===== src/hdl/pmwic_pkg.sv =====
// Operation
// - Watchdog needs option and run bit; always counts
// - Watchdog time-out resets device, clears timeout flag
// - Base watchdog period chosen by option
// - Assigned prescaler lengthens time-out 1:1 to 1:128
// - Watchdog clear clears counter, prescaler; sets flag
// - Software interrupt vectors 0x001, clears global enable
// - Enable, disable, return instructions steer global enable
// - Flags sticky until written 0; read masked
// - Enabled pending flag vectors 0x008, clears enable
// - Timer overflow sets flag, served when enabled
// - Selected input pin change sets port flag
// - Selected edge on pin zero sets external flag
// - Clock select bit picks fast or slow clock
// - Instruction clock is system clock over 2 or 4
// - Startup option picks Normal or Slow after reset
// - Mode 10b enters Standby; fast oscillator kept unless stop bit set
// - Standby wakes on timer, port, external events
// - Sleep or mode 01b enters Halt, updates flags
// - Halt stops oscillators; wakes on port, external
// - Halt wake waits 16 clocks; Standby none
// - Wake vectors 0x008 only if globally enabled
package pmwic_pkg;

    // ****************************************
    // Timing
    // ****************************************
    localparam int CLK_MHZ       = 25;
    localparam int WDT_US_0      = 3500;
    localparam int WDT_US_1      = 15000;
    localparam int WDT_US_2      = 60000;
    localparam int WDT_US_3      = 250000;
    localparam int HALT_WAKE_CYC = 16;

    // ****************************************
    // Register word offsets (byte address)
    // ****************************************
    localparam logic [4:0] OFS_POWER_CONTROL_REG   = 5'h00;
    localparam logic [4:0] OFS_OSC    = 5'h04;
    localparam logic [4:0] OFS_STATUS = 5'h08;
    localparam logic [4:0] OFS_INTERRUPT_ENABLE_REG   = 5'h0C;
    localparam logic [4:0] OFS_INTERRUPT_FLAG_REG   = 5'h10;
    localparam logic [4:0] OFS_PSCL   = 5'h14;
    localparam logic [4:0] OFS_WAKE   = 5'h18;

    // ****************************************
    // Field positions
    // ****************************************
    localparam int PC_WDT_RUN  = 7;
    localparam int PC_EXT_SEL  = 6;
    localparam int PC_EXT_EDGE = 5;
    localparam int OSC_HCS     = 0;
    localparam int OSC_STOP    = 1;
    localparam int OSC_MODE_LO = 2;
    localparam int ST_PD       = 3;
    localparam int ST_TO       = 4;
    localparam int ST_GIE      = 7;
    localparam int IRQ_TMR     = 0;
    localparam int IRQ_PORT    = 1;
    localparam int IRQ_EXT     = 2;
    localparam int PS_ASSIGN   = 3;

    // ****************************************
    // Encodings and reset values
    // ****************************************
    localparam logic [1:0] MODE_NORMAL  = 2'h0;
    localparam logic [1:0] MODE_HALT    = 2'h1;
    localparam logic [1:0] MODE_STANDBY = 2'h2;
    localparam logic [8:0] VEC_SOFT     = 9'h001;
    localparam logic [8:0] VEC_HW       = 9'h008;
    localparam logic       WDT_RUN_RST  = 1'b1;
    localparam logic [2:0] INTERRUPT_ENABLE_REG_RST     = 3'h0;
    localparam logic [5:0] WAKE_RST     = 6'h00;
    localparam logic [2:0] PSSEL_RST    = 3'h0;

    typedef enum logic [2:0] {
        ST_NORMAL = 3'b000,
        ST_SLOW   = 3'b001,
        ST_STBY   = 3'b011,
        ST_HALT   = 3'b010,
        ST_WAKE   = 3'b110
    } pmwic_state_type;

endpackage


===== src/hdl/pmwic_top.sv =====
`timescale 1ns/1ps
module pmwic_top #(
    parameter int WDT_CYC_0 = pmwic_pkg::WDT_US_0 * pmwic_pkg::CLK_MHZ,
    parameter int WDT_CYC_1 = pmwic_pkg::WDT_US_1 * pmwic_pkg::CLK_MHZ,
    parameter int WDT_CYC_2 = pmwic_pkg::WDT_US_2 * pmwic_pkg::CLK_MHZ,
    parameter int WDT_CYC_3 = pmwic_pkg::WDT_US_3 * pmwic_pkg::CLK_MHZ
) (
    input  wire logic        clk,
    input  wire logic        rst,
    input  wire logic [4:0]  avsAddress,
    input  wire logic        avsRead,
    input  wire logic        avsWrite,
    input  wire logic [31:0] avsWriteData,
    input  wire logic [3:0]  avsByteEnable,
    output logic      [31:0] avsReadData,
    output logic             avsWaitRequest,
    input  wire logic        cfgWdtEnable,
    input  wire logic [1:0]  cfgWdtPeriod,
    input  wire logic        cfgInstDiv4,
    input  wire logic        cfgStartHigh,
    input  wire logic        cmdWdtClear,
    input  wire logic        cmdEnableInt,
    input  wire logic        cmdDisableInt,
    input  wire logic        cmdRetIntr,
    input  wire logic        cmdSoftInt,
    input  wire logic        cmdSleep,
    input  wire logic        timerOverflow,
    input  wire logic [5:0]  portIsInput,
    input  wire logic [5:0]  portPin,
    output logic             vecStrobe,
    output logic      [8:0]  vecAddr,
    output logic             cpuRun,
    output logic             instTick,
    output logic             sysClkHigh,
    output logic             fastOscOn,
    output logic             slowOscOn,
    output logic             timerAllow,
    output logic             wdtResetPulse
);

    // ****************************************
    // State
    // ****************************************
    pmwic_pkg::pmwic_state_type state_r;
    pmwic_pkg::pmwic_state_type state_nxt;

    logic        strapDone_r;
    logic        cfgWdtEn_r;
    logic [1:0]  cfgWdtPer_r;
    logic        cfgDiv4_r;
    logic        cfgHigh_r;
    logic        wdtRun_r;
    logic        extSel_r;
    logic        extEdge_r;
    logic        hcs_r;
    logic        oscStop_r;
    logic [1:0]  modeField_r;
    logic        toFlag_r;
    logic        pdFlag_r;
    logic [2:0]  irqEn_r;
    logic [2:0]  irqFlag_r;
    logic        psAssign_r;
    logic [2:0]  psSel_r;
    logic [5:0]  wakeSel_r;
    logic        gie_r;
    logic [4:0]  waitCnt_r;
    logic [31:0] wdtCnt_r;
    logic [7:0]  psCnt_r;
    logic [1:0]  instDiv_r;
    logic [5:0]  pinMeta_r;
    logic [5:0]  pinSync_r;
    logic [5:0]  pinPrev_r;
    logic        waitReq_r;
    logic [31:0] readData_r;

    // ****************************************
    // Bus decode
    // ****************************************
    wire        busReq   = avsRead | avsWrite;
    wire        wrAcc    = avsWrite & ~waitReq_r & avsByteEnable[0];
    wire [7:0]  wd       = avsWriteData[7:0];
    wire        wrPcon   = wrAcc & (avsAddress == pmwic_pkg::OFS_POWER_CONTROL_REG);
    wire        wrOsc    = wrAcc & (avsAddress == pmwic_pkg::OFS_OSC);
    wire        wrInte   = wrAcc & (avsAddress == pmwic_pkg::OFS_INTERRUPT_ENABLE_REG);
    wire        wrIntf   = wrAcc & (avsAddress == pmwic_pkg::OFS_INTERRUPT_FLAG_REG);
    wire        wrPscl   = wrAcc & (avsAddress == pmwic_pkg::OFS_PSCL);
    wire        wrWake   = wrAcc & (avsAddress == pmwic_pkg::OFS_WAKE);
    wire [1:0]  wdMode   = wd[pmwic_pkg::OSC_MODE_LO +: 2];

    wire [7:0]  rdPcon   = {wdtRun_r, extSel_r, extEdge_r, 5'h00};
    wire [7:0]  rdOsc    = {4'h0, modeField_r, oscStop_r, hcs_r};
    wire [7:0]  rdStatus = {gie_r, 2'h0, toFlag_r, pdFlag_r, state_r};
    wire [7:0]  rdInte   = {5'h00, irqEn_r};
    wire [7:0]  rdIntf   = {5'h00, irqFlag_r & irqEn_r};
    wire [7:0]  rdPscl   = {4'h0, psAssign_r, psSel_r};
    wire [7:0]  rdWake   = {2'h0, wakeSel_r};
    wire [7:0]  rdSel    =
        (avsAddress == pmwic_pkg::OFS_POWER_CONTROL_REG)   ? rdPcon   :
        (avsAddress == pmwic_pkg::OFS_OSC)    ? rdOsc    :
        (avsAddress == pmwic_pkg::OFS_STATUS) ? rdStatus :
        (avsAddress == pmwic_pkg::OFS_INTERRUPT_ENABLE_REG)   ? rdInte   :
        (avsAddress == pmwic_pkg::OFS_INTERRUPT_FLAG_REG)   ? rdIntf   :
        (avsAddress == pmwic_pkg::OFS_PSCL)   ? rdPscl   :
        (avsAddress == pmwic_pkg::OFS_WAKE)   ? rdWake   : 8'h00;

    // Fixed two-cycle answer: waitrequest drops one cycle after the
    // request, and the request completes on the following edge
    wire        waitReq_nxt = ~(busReq & waitReq_r);

    // ****************************************
    // Pin events
    // ****************************************
    // Pin zero leaves change detection while it serves as the
    // external interrupt input
    wire [5:0]  chgMask  = wakeSel_r & portIsInput & {5'h1F, ~extSel_r};
    wire [5:0]  pinChg   = (pinSync_r ^ pinPrev_r) & chgMask;
    wire        portEvt  = |pinChg;
    wire        riseP0   = pinSync_r[0] & ~pinPrev_r[0];
    wire        fallP0   = ~pinSync_r[0] & pinPrev_r[0];
    wire        extEvt   = extSel_r & (extEdge_r ? riseP0 : fallP0);
    wire [2:0]  irqEvt   = {extEvt, portEvt, timerOverflow};

    // ****************************************
    // Watchdog
    // ****************************************
    wire        running  = (state_r == pmwic_pkg::ST_NORMAL) |
                           (state_r == pmwic_pkg::ST_SLOW);
    wire        wrHalt   = wrOsc & (wdMode == pmwic_pkg::MODE_HALT);
    wire        wrStby   = wrOsc & (wdMode == pmwic_pkg::MODE_STANDBY);
    wire        enterHalt = running & (cmdSleep | wrHalt);
    wire        enterStby = running & wrStby & ~enterHalt;
    wire        wdtOn    = cfgWdtEn_r & wdtRun_r;
    wire [31:0] wdtLimit =
        (cfgWdtPer_r == 2'd0) ? 32'(WDT_CYC_0) :
        (cfgWdtPer_r == 2'd1) ? 32'(WDT_CYC_1) :
        (cfgWdtPer_r == 2'd2) ? 32'(WDT_CYC_2) : 32'(WDT_CYC_3);
    wire [7:0]  psLimit  = psAssign_r ? (8'h01 << psSel_r) : 8'h01;
    wire        baseEnd  = wdtCnt_r == (wdtLimit - 32'd1);
    wire        psEnd    = psCnt_r == (psLimit - 8'h01);
    wire        wdtClr   = cmdWdtClear | enterHalt;
    wire        timeout  = wdtOn & baseEnd & psEnd & ~wdtClr;
    wire        psClr    = (cmdWdtClear & psAssign_r) | enterHalt |
                           ~psAssign_r | ~wdtOn | timeout;
    wire [31:0] wdtCnt_nxt = (wdtClr | ~wdtOn | baseEnd) ? 32'd0 :
                             wdtCnt_r + 32'd1;
    wire [7:0]  psCnt_nxt  = psClr ? 8'h00 :
                             (baseEnd ? psCnt_r + 8'h01 : psCnt_r);

    // ****************************************
    // Modes and wake-up
    // ****************************************
    wire        haltDone = (state_r == pmwic_pkg::ST_WAKE) &
                waitCnt_r == 5'(pmwic_pkg::HALT_WAKE_CYC - 1);
    wire        stbyWake = (state_r == pmwic_pkg::ST_STBY) &
                           (timerOverflow | portEvt | extEvt);
    wire        haltWake = (state_r == pmwic_pkg::ST_HALT) &
                           (portEvt | extEvt);
    wire        resume   = stbyWake | haltDone;
    wire pmwic_pkg::pmwic_state_type runState =
        hcs_r ? pmwic_pkg::ST_NORMAL : pmwic_pkg::ST_SLOW;

    always_comb begin
        state_nxt = state_r;
        case (state_r)
            pmwic_pkg::ST_NORMAL,
            pmwic_pkg::ST_SLOW: begin
                if (enterHalt) begin
                    state_nxt = pmwic_pkg::ST_HALT;
                end else if (enterStby) begin
                    state_nxt = pmwic_pkg::ST_STBY;
                end else begin
                    state_nxt = runState;
                end
            end
            pmwic_pkg::ST_STBY: begin
                if (stbyWake) begin
                    state_nxt = runState;
                end
            end
            pmwic_pkg::ST_HALT: begin
                if (haltWake) begin
                    state_nxt = pmwic_pkg::ST_WAKE;
                end
            end
            pmwic_pkg::ST_WAKE: begin
                if (haltDone) begin
                    state_nxt = runState;
                end
            end
            default: begin
                state_nxt = runState;
            end
        endcase
        if (timeout) begin
            state_nxt = cfgHigh_r ? pmwic_pkg::ST_NORMAL : pmwic_pkg::ST_SLOW;
        end
    end

    // ****************************************
    // Interrupt control
    // ****************************************
    wire        swInt    = running & cmdSoftInt;
    wire        hwPend   = |(irqFlag_r & irqEn_r);
    wire        hwTake   = running & gie_r & hwPend & ~swInt & ~enterHalt &
                           ~enterStby;
    wire        wakeTake = resume & gie_r;
    wire        vecHw    = hwTake | wakeTake;
    // Vectoring wins over an enable in the same cycle, so a taken
    // interrupt never leaves nesting open by accident
    wire        gie_nxt  =
        timeout                     ? 1'b0 :
        (swInt | vecHw)             ? 1'b0 :
        (cmdEnableInt | cmdRetIntr) ? 1'b1 :
        cmdDisableInt               ? 1'b0 : gie_r;
    wire [2:0]  flagClr  = wrIntf ? ~wd[2:0] : 3'h0;
    wire [2:0]  irqFlag_nxt = irqEvt | (irqFlag_r & ~flagClr);

    // ****************************************
    // Registers
    // ****************************************
    always_ff @(posedge clk or posedge rst) begin
        if (rst) begin
            strapDone_r <= 1'b0;
            cfgWdtEn_r  <= 1'b0;
            cfgWdtPer_r <= 2'd0;
            cfgDiv4_r   <= 1'b0;
            cfgHigh_r   <= 1'b1;
        end else if (!strapDone_r) begin
            strapDone_r <= 1'b1;
            cfgWdtEn_r  <= cfgWdtEnable;
            cfgWdtPer_r <= cfgWdtPeriod;
            cfgDiv4_r   <= cfgInstDiv4;
            cfgHigh_r   <= cfgStartHigh;
        end
    end

    always_ff @(posedge clk or posedge rst) begin
        if (rst) begin
            hcs_r       <= 1'b1;
            oscStop_r   <= 1'b0;
            modeField_r <= pmwic_pkg::MODE_NORMAL;
        end else if (!strapDone_r || timeout) begin
            hcs_r       <= strapDone_r ? cfgHigh_r : cfgStartHigh;
            oscStop_r   <= 1'b0;
            modeField_r <= pmwic_pkg::MODE_NORMAL;
        end else if (wrOsc && running) begin
            hcs_r       <= wd[pmwic_pkg::OSC_HCS];
            oscStop_r   <= wd[pmwic_pkg::OSC_STOP];
            if (wdMode != 2'h3) begin
                modeField_r <= wdMode;
            end
        end else if (resume) begin
            modeField_r <= pmwic_pkg::MODE_NORMAL;
        end
    end

    always_ff @(posedge clk or posedge rst) begin
        if (rst) begin
            wdtRun_r   <= pmwic_pkg::WDT_RUN_RST;
            extSel_r   <= 1'b0;
            extEdge_r  <= 1'b0;
            irqEn_r    <= pmwic_pkg::INTERRUPT_ENABLE_REG_RST;
            psAssign_r <= 1'b0;
            psSel_r    <= pmwic_pkg::PSSEL_RST;
            wakeSel_r  <= pmwic_pkg::WAKE_RST;
        end else if (timeout) begin
            wdtRun_r   <= pmwic_pkg::WDT_RUN_RST;
            extSel_r   <= 1'b0;
            extEdge_r  <= 1'b0;
            irqEn_r    <= pmwic_pkg::INTERRUPT_ENABLE_REG_RST;
            psAssign_r <= 1'b0;
            psSel_r    <= pmwic_pkg::PSSEL_RST;
            wakeSel_r  <= pmwic_pkg::WAKE_RST;
        end else begin
            if (wrPcon) begin
                wdtRun_r  <= wd[pmwic_pkg::PC_WDT_RUN];
                extSel_r  <= wd[pmwic_pkg::PC_EXT_SEL];
                extEdge_r <= wd[pmwic_pkg::PC_EXT_EDGE];
            end
            if (wrInte) begin
                irqEn_r <= wd[2:0];
            end
            if (wrPscl) begin
                psAssign_r <= wd[pmwic_pkg::PS_ASSIGN];
                psSel_r    <= wd[2:0];
            end
            if (wrWake) begin
                wakeSel_r <= wd[5:0];
            end
        end
    end

    always_ff @(posedge clk or posedge rst) begin
        if (rst) begin
            toFlag_r <= 1'b1;
            pdFlag_r <= 1'b1;
        end else if (timeout) begin
            toFlag_r <= 1'b0;
        end else if (enterHalt) begin
            toFlag_r <= 1'b1;
            pdFlag_r <= 1'b0;
        end else if (cmdWdtClear) begin
            toFlag_r <= 1'b1;
            pdFlag_r <= 1'b1;
        end
    end

    always_ff @(posedge clk or posedge rst) begin
        if (rst) begin
            state_r   <= pmwic_pkg::ST_NORMAL;
            waitCnt_r <= 5'd0;
            gie_r     <= 1'b0;
            irqFlag_r <= 3'h0;
            wdtCnt_r  <= 32'd0;
            psCnt_r   <= 8'h00;
        end else begin
            state_r   <= strapDone_r ? state_nxt :
                         (cfgStartHigh ? pmwic_pkg::ST_NORMAL
                                       : pmwic_pkg::ST_SLOW);
            waitCnt_r <= (state_r == pmwic_pkg::ST_WAKE) ?
                         waitCnt_r + 5'd1 : 5'd0;
            gie_r     <= gie_nxt;
            irqFlag_r <= timeout ? 3'h0 : irqFlag_nxt;
            wdtCnt_r  <= wdtCnt_nxt;
            psCnt_r   <= psCnt_nxt;
        end
    end

    // Two-flop synchroniser, then a history stage for edge detection
    always_ff @(posedge clk or posedge rst) begin
        if (rst) begin
            pinMeta_r <= 6'h00;
            pinSync_r <= 6'h00;
            pinPrev_r <= 6'h00;
        end else begin
            pinMeta_r <= portPin;
            pinSync_r <= pinMeta_r;
            pinPrev_r <= pinSync_r;
        end
    end

    // ****************************************
    // Outputs
    // ****************************************
    wire [1:0] instLast = cfgDiv4_r ? 2'd3 : 2'd1;
    wire       instWrap = running & (instDiv_r == instLast);

    always_ff @(posedge clk or posedge rst) begin
        if (rst) begin
            instDiv_r     <= 2'd0;
            instTick      <= 1'b0;
            cpuRun        <= 1'b0;
            sysClkHigh    <= 1'b1;
            fastOscOn     <= 1'b1;
            slowOscOn     <= 1'b1;
            timerAllow    <= 1'b0;
            wdtResetPulse <= 1'b0;
            vecStrobe     <= 1'b0;
            vecAddr       <= 9'h000;
        end else begin
            instDiv_r     <= (instWrap | ~running) ? 2'd0 : instDiv_r + 2'd1;
            instTick      <= instWrap;
            cpuRun        <= running & strapDone_r;
            sysClkHigh    <= hcs_r;
            // Fast oscillator stays up in Standby unless stopped by firmware
            fastOscOn     <= ~oscStop_r & ~(state_r == pmwic_pkg::ST_HALT);
            slowOscOn     <= ~(state_r == pmwic_pkg::ST_HALT);
            timerAllow    <= running | (state_r == pmwic_pkg::ST_STBY);
            wdtResetPulse <= timeout;
            vecStrobe     <= swInt | vecHw;
            if (swInt) begin
                vecAddr <= pmwic_pkg::VEC_SOFT;
            end else if (vecHw) begin
                vecAddr <= pmwic_pkg::VEC_HW;
            end
        end
    end

    always_ff @(posedge clk or posedge rst) begin
        if (rst) begin
            waitReq_r  <= 1'b1;
            readData_r <= 32'h0000_0000;
        end else begin
            waitReq_r  <= waitReq_nxt;
            if (avsRead && waitReq_r) begin
                readData_r <= {24'h00_0000, rdSel};
            end
        end
    end

    assign avsWaitRequest = waitReq_r;
    assign avsReadData    = readData_r;

endmodule


===== config.mk =====
export PLATFORM = sky130hd
export DESIGN_NAME = pmwic_top
export DESIGN_NICKNAME = d
export VERILOG_FILES = /design/src/hdl/pmwic_pkg.sv /design/src/hdl/pmwic_top.sv
export SDC_FILE = /design/constraint.sdc
export NUM_CORES = 1
export LEC_CHECK = 0
export BUFFER_PORTS_ARGS = -buffer_cell sky130_fd_sc_hd__buf_4
export CELL_PAD_IN_SITES_DETAIL_PLACEMENT = 2
export CELL_PAD_IN_SITES_GLOBAL_PLACEMENT = 2
export CORE_ASPECT_RATIO = 0.5
export CORE_UTILIZATION = 31
export CTS_CLUSTER_DIAMETER = 30
export DETAILED_ROUTE_END_ITERATION = 12
export PLACE_DENSITY = 0.74
export SLEW_MARGIN = 20
export SYNTH_ARGS = -nofsm -noshare
export SYNTH_HDL_FRONTEND = slang
export SYNTH_SLANG_ARGS = --single-unit

===== constraint.sdc =====
create_clock -name clk -period 3.4 [get_ports clk]
set_input_delay 0.34 -clock clk [delete_from_list [all_inputs] [get_ports clk]]
set_output_delay 0.34 -clock clk [all_outputs]
set_load 0.05 [all_outputs]

# Word level (Yosys, flattened, before mapping)
# Cells that the tools add are included.
# totals
mem_bits_ro,0
elab_cells,234
latchBits,0
n_memories,0
mem_bits_rw,0
register_bits,126
inputBits,69
output_inout_bits,50
# op_classes
n_mux,64
n_eq_ne,23
bitwise,78
n_reduce_logical,24
shifts,1
n_mul,0
magnitude_cmp,0
n_div,0
n_addsub,6
# op_table
op,count
$mux 23,3
$mux 8,6
$mux 6,6
$and 1x1->1,35
$mux 3,11
$add 32x1->32 const B,1
$eq 32x32->1,1
$mux 32,1
$mux 1,25
$sub 23x1->24 const B,1
$or 1x1->1,19
$and 6x6->6,3
$mux 9,2
$mux 2,8
$reduce_bool 2->1,8
$eq 5x4->1 const B,3
$eq 5x5->1 const B,3
$not 1->1,15
$ne 4x4->1 const B,3
$pmux 3 s4,1
$add 8x1->8 const B,1
$eq 8x8->1,1
$shl 1x3->8 const A,1
$sub 8x1->8 const B,1
other kinds (29),37

# Longest topological paths before layout
# logic_depth
depth_word,15
depth_mapped,12
ltp_nobuf,10

# Worst setup path after synthesis
# OpenSTA, ideal clock, no wires.
# synth_timing
path_type,register to register
from,register psSel_r[0]
to,register state_r[0]
arrival_time_ns,2.778
path_buffers,0
stages_incl_launch_ff,10
required_ns,3.275
slack_ns,0.497
period_less_slack_ns,2.903
setup_ns,0.125
path_cell_list,dfrtp_1 > or2_2 > o21a_1 > ha_1 > or3b_2 > a21o_1 > o211ai_1 > nand2b_1 > o31ai_4 > mux2_4
# synth_via
elab_chain_cells,8
elab_cells_between_ends,12
cone_classes,add/sub (1); eq/ne (4); shift (1); mux (3); bitwise (2); reduce/logical (1)
# synth_rtl
item,line_no,source
"start, declared",pmwic_top.sv:63,logic [2:0] psSel_r;
"start signal, assigned",pmwic_top.sv:264,psSel_r <= pmwic_pkg::PSSEL_RST;
"start signal, assigned",pmwic_top.sv:272,psSel_r <= pmwic_pkg::PSSEL_RST;
"start signal, assigned",pmwic_top.sv:285,psSel_r <= wd[2:0];
$shl 1x3->8 *,pmwic_top.sv:137,wire [7:0] psLimit = psAssign_r ? (8'h01 << psSel_r) : 8'h01;
$mux 8 *,pmwic_top.sv:137,
$sub 8x1->8 *,pmwic_top.sv:139,wire psEnd = psCnt_r == (psLimit - 8'h01);
$eq 8x8->1 *,pmwic_top.sv:139,
$and 1x1->1 * (2 in series),pmwic_top.sv:141,wire timeout = wdtOn & baseEnd & psEnd & ~wdtClr;
$ne 4x4->1 (no line) or $mux 3 (tied branches),--,
$reduce_and 3->1 (no line) or $mux 3 (tied branches),--,
"end signal, assigned",pmwic_top.sv:310,state_r <= pmwic_pkg::ST_NORMAL;
"end signal, assigned",pmwic_top.sv:317,state_r <= strapDone_r ? state_nxt :
"end, declared",pmwic_top.sv:44,pmwic_pkg::pmwic_state_type state_r;
# Every way passes the cells marked *; elsewhere a longest branch is shown, timed or not.
# A chain may end at the register's enable or synchronous reset.

# Final worst setup path
# layout_timing
from,register cfgWdtPer_r[0]
to,register psCnt_r[5]
# layout_via
elab_chain_cells,11
elab_cells_between_ends,14
cone_classes,add/sub (1); eq/ne (3); mux (4); bitwise (4); reduce/logical (2)
# layout_rtl
item,line_no,source
"start, declared",pmwic_top.sv:49,logic [1:0] cfgWdtPer_r;
"start signal, assigned",pmwic_top.sv:231,cfgWdtPer_r <= cfgWdtPeriod;
$eq 2x2->1,pmwic_top.sv:136,(cfgWdtPer_r == 2'd2) ? 32'(WDT_CYC_2) : 32'(WDT_CYC_3);
$mux 23,pmwic_top.sv:136,
$mux 23,pmwic_top.sv:135,(cfgWdtPer_r == 2'd1) ? 32'(WDT_CYC_1) :
$mux 23 *,pmwic_top.sv:134,(cfgWdtPer_r == 2'd0) ? 32'(WDT_CYC_0) :
$sub 23x1->24 *,pmwic_top.sv:138,wire baseEnd = wdtCnt_r == (wdtLimit - 32'd1);
$eq 32x32->1 *,pmwic_top.sv:138,
$and 1x1->1 (3 in series),pmwic_top.sv:141,
$or 1x1->1,pmwic_top.sv:143,~psAssign_r | ~wdtOn | timeout;
$mux 8 or $reduce_bool 2->1 (tied branches),--,
"end signal, assigned",pmwic_top.sv:325,psCnt_r <= psCnt_nxt;
"end, declared",pmwic_top.sv:68,logic [7:0] psCnt_r;
# Marks and branches as above.

==> flow_metrics.py <==
metrics = {
    "run_status": {
        "outcome": "completed",
    },
    "synthesis": {
        "yosys_warnings": 0,
        "ys_seq_area_frac": 0.481,
        "synth_mux_area_frac": 0.0471,
        "synth_edf_count": 0,
        "synth.distinct_cells": 67,
        "syn_area_per_cell_um2": 9.95,
        "synth_cells": 625,
        "yosys_most_used_dff": "dfrtp_1",
        "syn_area_um2": 6220,
        "synthSimpleGateAreaFrac": 0.200,
        "synth.area.top_cells": "dfrtp_1, nor2_1, xor2_1",
        "synth_top_area_share": 0.443,
        "synth-xor-area-share": 0.0718,
        "synthAdderAreaFrac": 0.0302,
        "synth_compound_area_frac": 0.105,
        "synth_top_family_by_area": "simple AND/OR/NAND/NOR gates",
        "async_reset_ff_frac": 1.00,
        "synth-seq-cells": 119,
        "synth_top_area_cell": "dfrtp_1",
    },
    "drt": {
        "vias": 4749,
        "avgViaCountPerCell": 4.87,
        "drt_iter0_drc": 184,
        "routed_wl_um": 17000,
        "wl_per_cell_um": 17.4,
        "drc_errors": 0,
        "first_pass_iters": 4,
        "ant_nets": 0,
    },
    "pwr": {
        "total_power_mw": 4.00,
        "p_sw_mw": 1.06,
        "p_clk_frac": 0.485,
        "intPower_mw": 2.94,
        "combPwrFrac": 0.123,
        "leakagePower_nw": 3.26,
        "vdd_drop_max_mv": 0.211,
        "seqPwrFrac": 0.392,
        "power-per-cell-area_nw_per_um2": 531,
        "swShare": 0.265,
    },
    "critical_path": {
        "cp.buffers_inverters": 1,
        "critPathTopFamily": "simple AND/OR/NAND/NOR gates",
        "crit_chain": "inv_1, ha_1, nor4b_1, mux2i_1, or3_1, or2_1, or4_4, a21oi_2",
        "required_ns": 3.75,
        "r2r_setup_slack_ns": 0.27,
        "cp.arrival_ns": 3.49,
        "slowest_stage": "or4_4",
        "critPathKind": "flip-flop to flip-flop",
        "critPathCaptureType": "flip-flop",
        "worst-path-max-fanout": 9,
        "startpoint_type": "flip-flop",
        "slowest_delay_ns": 0.56,
    },
    "timing": {
        "clock.fmax_ghz": 0.319,
        "finalMaxSlewViolations": 0,
        "setup_viol": 0,
        "rsz0062_at_grt": "false",
        "fin_skew_ns": 0.0148,
        "hold_viol": 0,
        "period_needed_ns": 3.13,
        "maxSlewHeadroom": 0.456,
        "worst_slew_pin_slew_ns": 0.816,
        "final.setup.tns_ns": 0,
        "finalCritPeriodShare": 0.922,
    },
    "clock_network": {
        "tritoncts": "built",
        "clk_latency_ns": 0.43,
        "cts_buffers": 17,
        "clkTransAtPathRegs_ns": 0.06,
        "cts_htree_levels": 4,
        "cts_root_buf": "clkbuf_16",
        "cts_setup_buffers": 0,
        "cts_hold_buffers": 0,
        "cts_resized": 0,
        "cts_sinks": 119,
        "clockBufferDepth": 2,
    },
    "global_routing": {
        "grt_pass1_wl_um": 27900,
        "gr-total-overflow": 0,
        "antenna_found_initial": 0,
        "grt_pass1_vias": 5275,
        "grt_max_degree": 62,
        "grt_use_total": 0.175,
    },
    "layout": {
        "syn2layout_area_growth_pct": 21.1,
        "nNetsFinal": 780,
        "n_antenna_cell": 0,
        "drive_gt1_frac": 0.186,
    },
    "floorplanning": {
        "start_util": 0.318,
        "core_area_um2": 19500,
        "dieHeight_um": 102,
        "num_io_pins": 119,
        "die_x_um": 202,
        "dieArea_um2": 20700,
        "rows": 36,
    },
    "hold_path": {
        "hold_class": "primary input to flip-flop",
    },
    "place": {
        "dp_hpwl_um": 12100,
        "gp_congestion": 0.795,
        "numPortBuffers": 60,
    },
    "job": {
        "drv_cap": 0,
    },
}
[cells by family after synthesis]
group	count (synthesis)
AOI/OAI and AO/OA	93
xor gates and xnor gates	51
adders and majority gates	15
buffers and inverters	73
DFF	119
muxes	28
other	2
and+or+nand+nor	244
[Yosys cell counts, types with 3 or more instances]
library cell and n:
a22oi_1 6, and4_1 7, and2_1 11, o2bb2ai_1 3
nand3_1 27, o21ai_0 23, mux2_2 6, or2_2 4
a32oi_1 3, and3_1 13, o211ai_1 3, nor4_1 4
or3_1 4, a211oi_1 5, o2111ai_1 4, xor2_1 29
inv_1 21, xnor2_1 22, nand2_1 43, mux2i_1 21
nor4b_1 4, nor3_1 11, nand4_1 10, o31ai_1 3
ha_1 15, dfrtp_1 110, a22o_1 3, dfstp_2 9
buf_4 32, nor2_1 81, a21o_1 3, nor3b_1 3
a21oi_1 17, nor2b_1 6, o21a_1 3, clkbuf_1 14
nand2b_1 4
[per-layer routing]
metal  track usage  routed length, µm
met4        0.0787                262
met5             0                  0
met3        0.0268                473
met2         0.304               8350
met1         0.219               7920
[final cells by class]
class | instances | area (µm²)
inverter | 22 | 86.3
multi-input combinational | 463 | 2940
timing repair buffer | 73 | 561
tap | 266 | 333
clock buffer | 24 | 482
sequential | 119 | 2990
clock inverter | 8 | 145
fill | 2111 | 12000
[final timing paths]
path	from	end	cells after the start
max in group asynchronous	rst	timerAllow	3
max reg2reg	cfgWdtPer_r[0]	psCnt_r[5]	8
min in group asynchronous	rst	wdtCnt_r[16]	3
min reg2reg	pinMeta_r[1]	pinSync_r[1]	0
max	cfgWdtPer_r[0]	psCnt_r[5]	8
min	portPin[1]	pinMeta_r[1]	1
[sequential cells by signal, indices dropped and copies added, names as in the netlist, 2 cells and up]
register	flops
psCnt_r	8
state_r	3
wakeSel_r	6
modeField_r	2
irqFlag_r	3
avsReadData	8
pinPrev_r	6
vecAddr	2
irqEn_r	3
cfgWdtPer_r	2
instDiv_r	2
pinSync_r	6
waitCnt_r	5
psSel_r	3
pinMeta_r	6
wdtCnt_r	32
[power by group through the flow]
stage          Sequential, mW  Clock, mW  Combinational, mW
2_1_floorplan            1.63          0              0.308
3_3_place_gp             1.59          0              0.485
3_5_place_dp             1.59          0              0.498
4_1_cts                  1.57       2.01              0.502
5_1_grt                  1.58       2.06              0.537
6_report                 1.57       1.94              0.493
[cells in the final DEF, fill, tap and decap left out, drive strengths merged, types with 4 or more instances in the layout]
| cell type | count |
|---|---|
| dfrtp | 110 |
| nor2 | 81 |
| buf | 73 |
| nand2 | 43 |
| conb | 32 |
| xor2 | 29 |
| nand3 | 27 |
| o21ai | 24 |
| clkbuf | 24 |
| xnor2 | 22 |
| mux2i | 21 |
| inv | 20 |
| a21oi | 18 |
| ha | 15 |
| and3 | 13 |
| nor3 | 12 |
| and2 | 11 |
| nand4 | 10 |
| dfstp | 9 |
| and4 | 7 |
| mux2 | 7 |
| a211oi | 7 |
| nor2b | 6 |
| a22oi | 6 |
| or2 | 5 |
| o2111ai | 5 |
| nor4b | 4 |
| nor4 | 4 |
| or3 | 4 |
| nand2b | 4 |
| bufinv | 4 |
| o31ai | 4 |
[per-stage QoR]
step                       util  setup slack [ns]  cell area (µm²)  instances  hold WS (ns)
after floorplan               -             0.497             6340        655         0.331
after global placement    0.353             0.390             6910        943         0.334
after detailed placement  0.353             0.324             6910        943         0.338
after CTS                 0.385             0.250             7530        975      0.000136
after global routing      0.385             0.126             7530        975       0.00558
final                     0.385             0.266             7530        975        0.0213
Power figures use the tool's default switching activity.
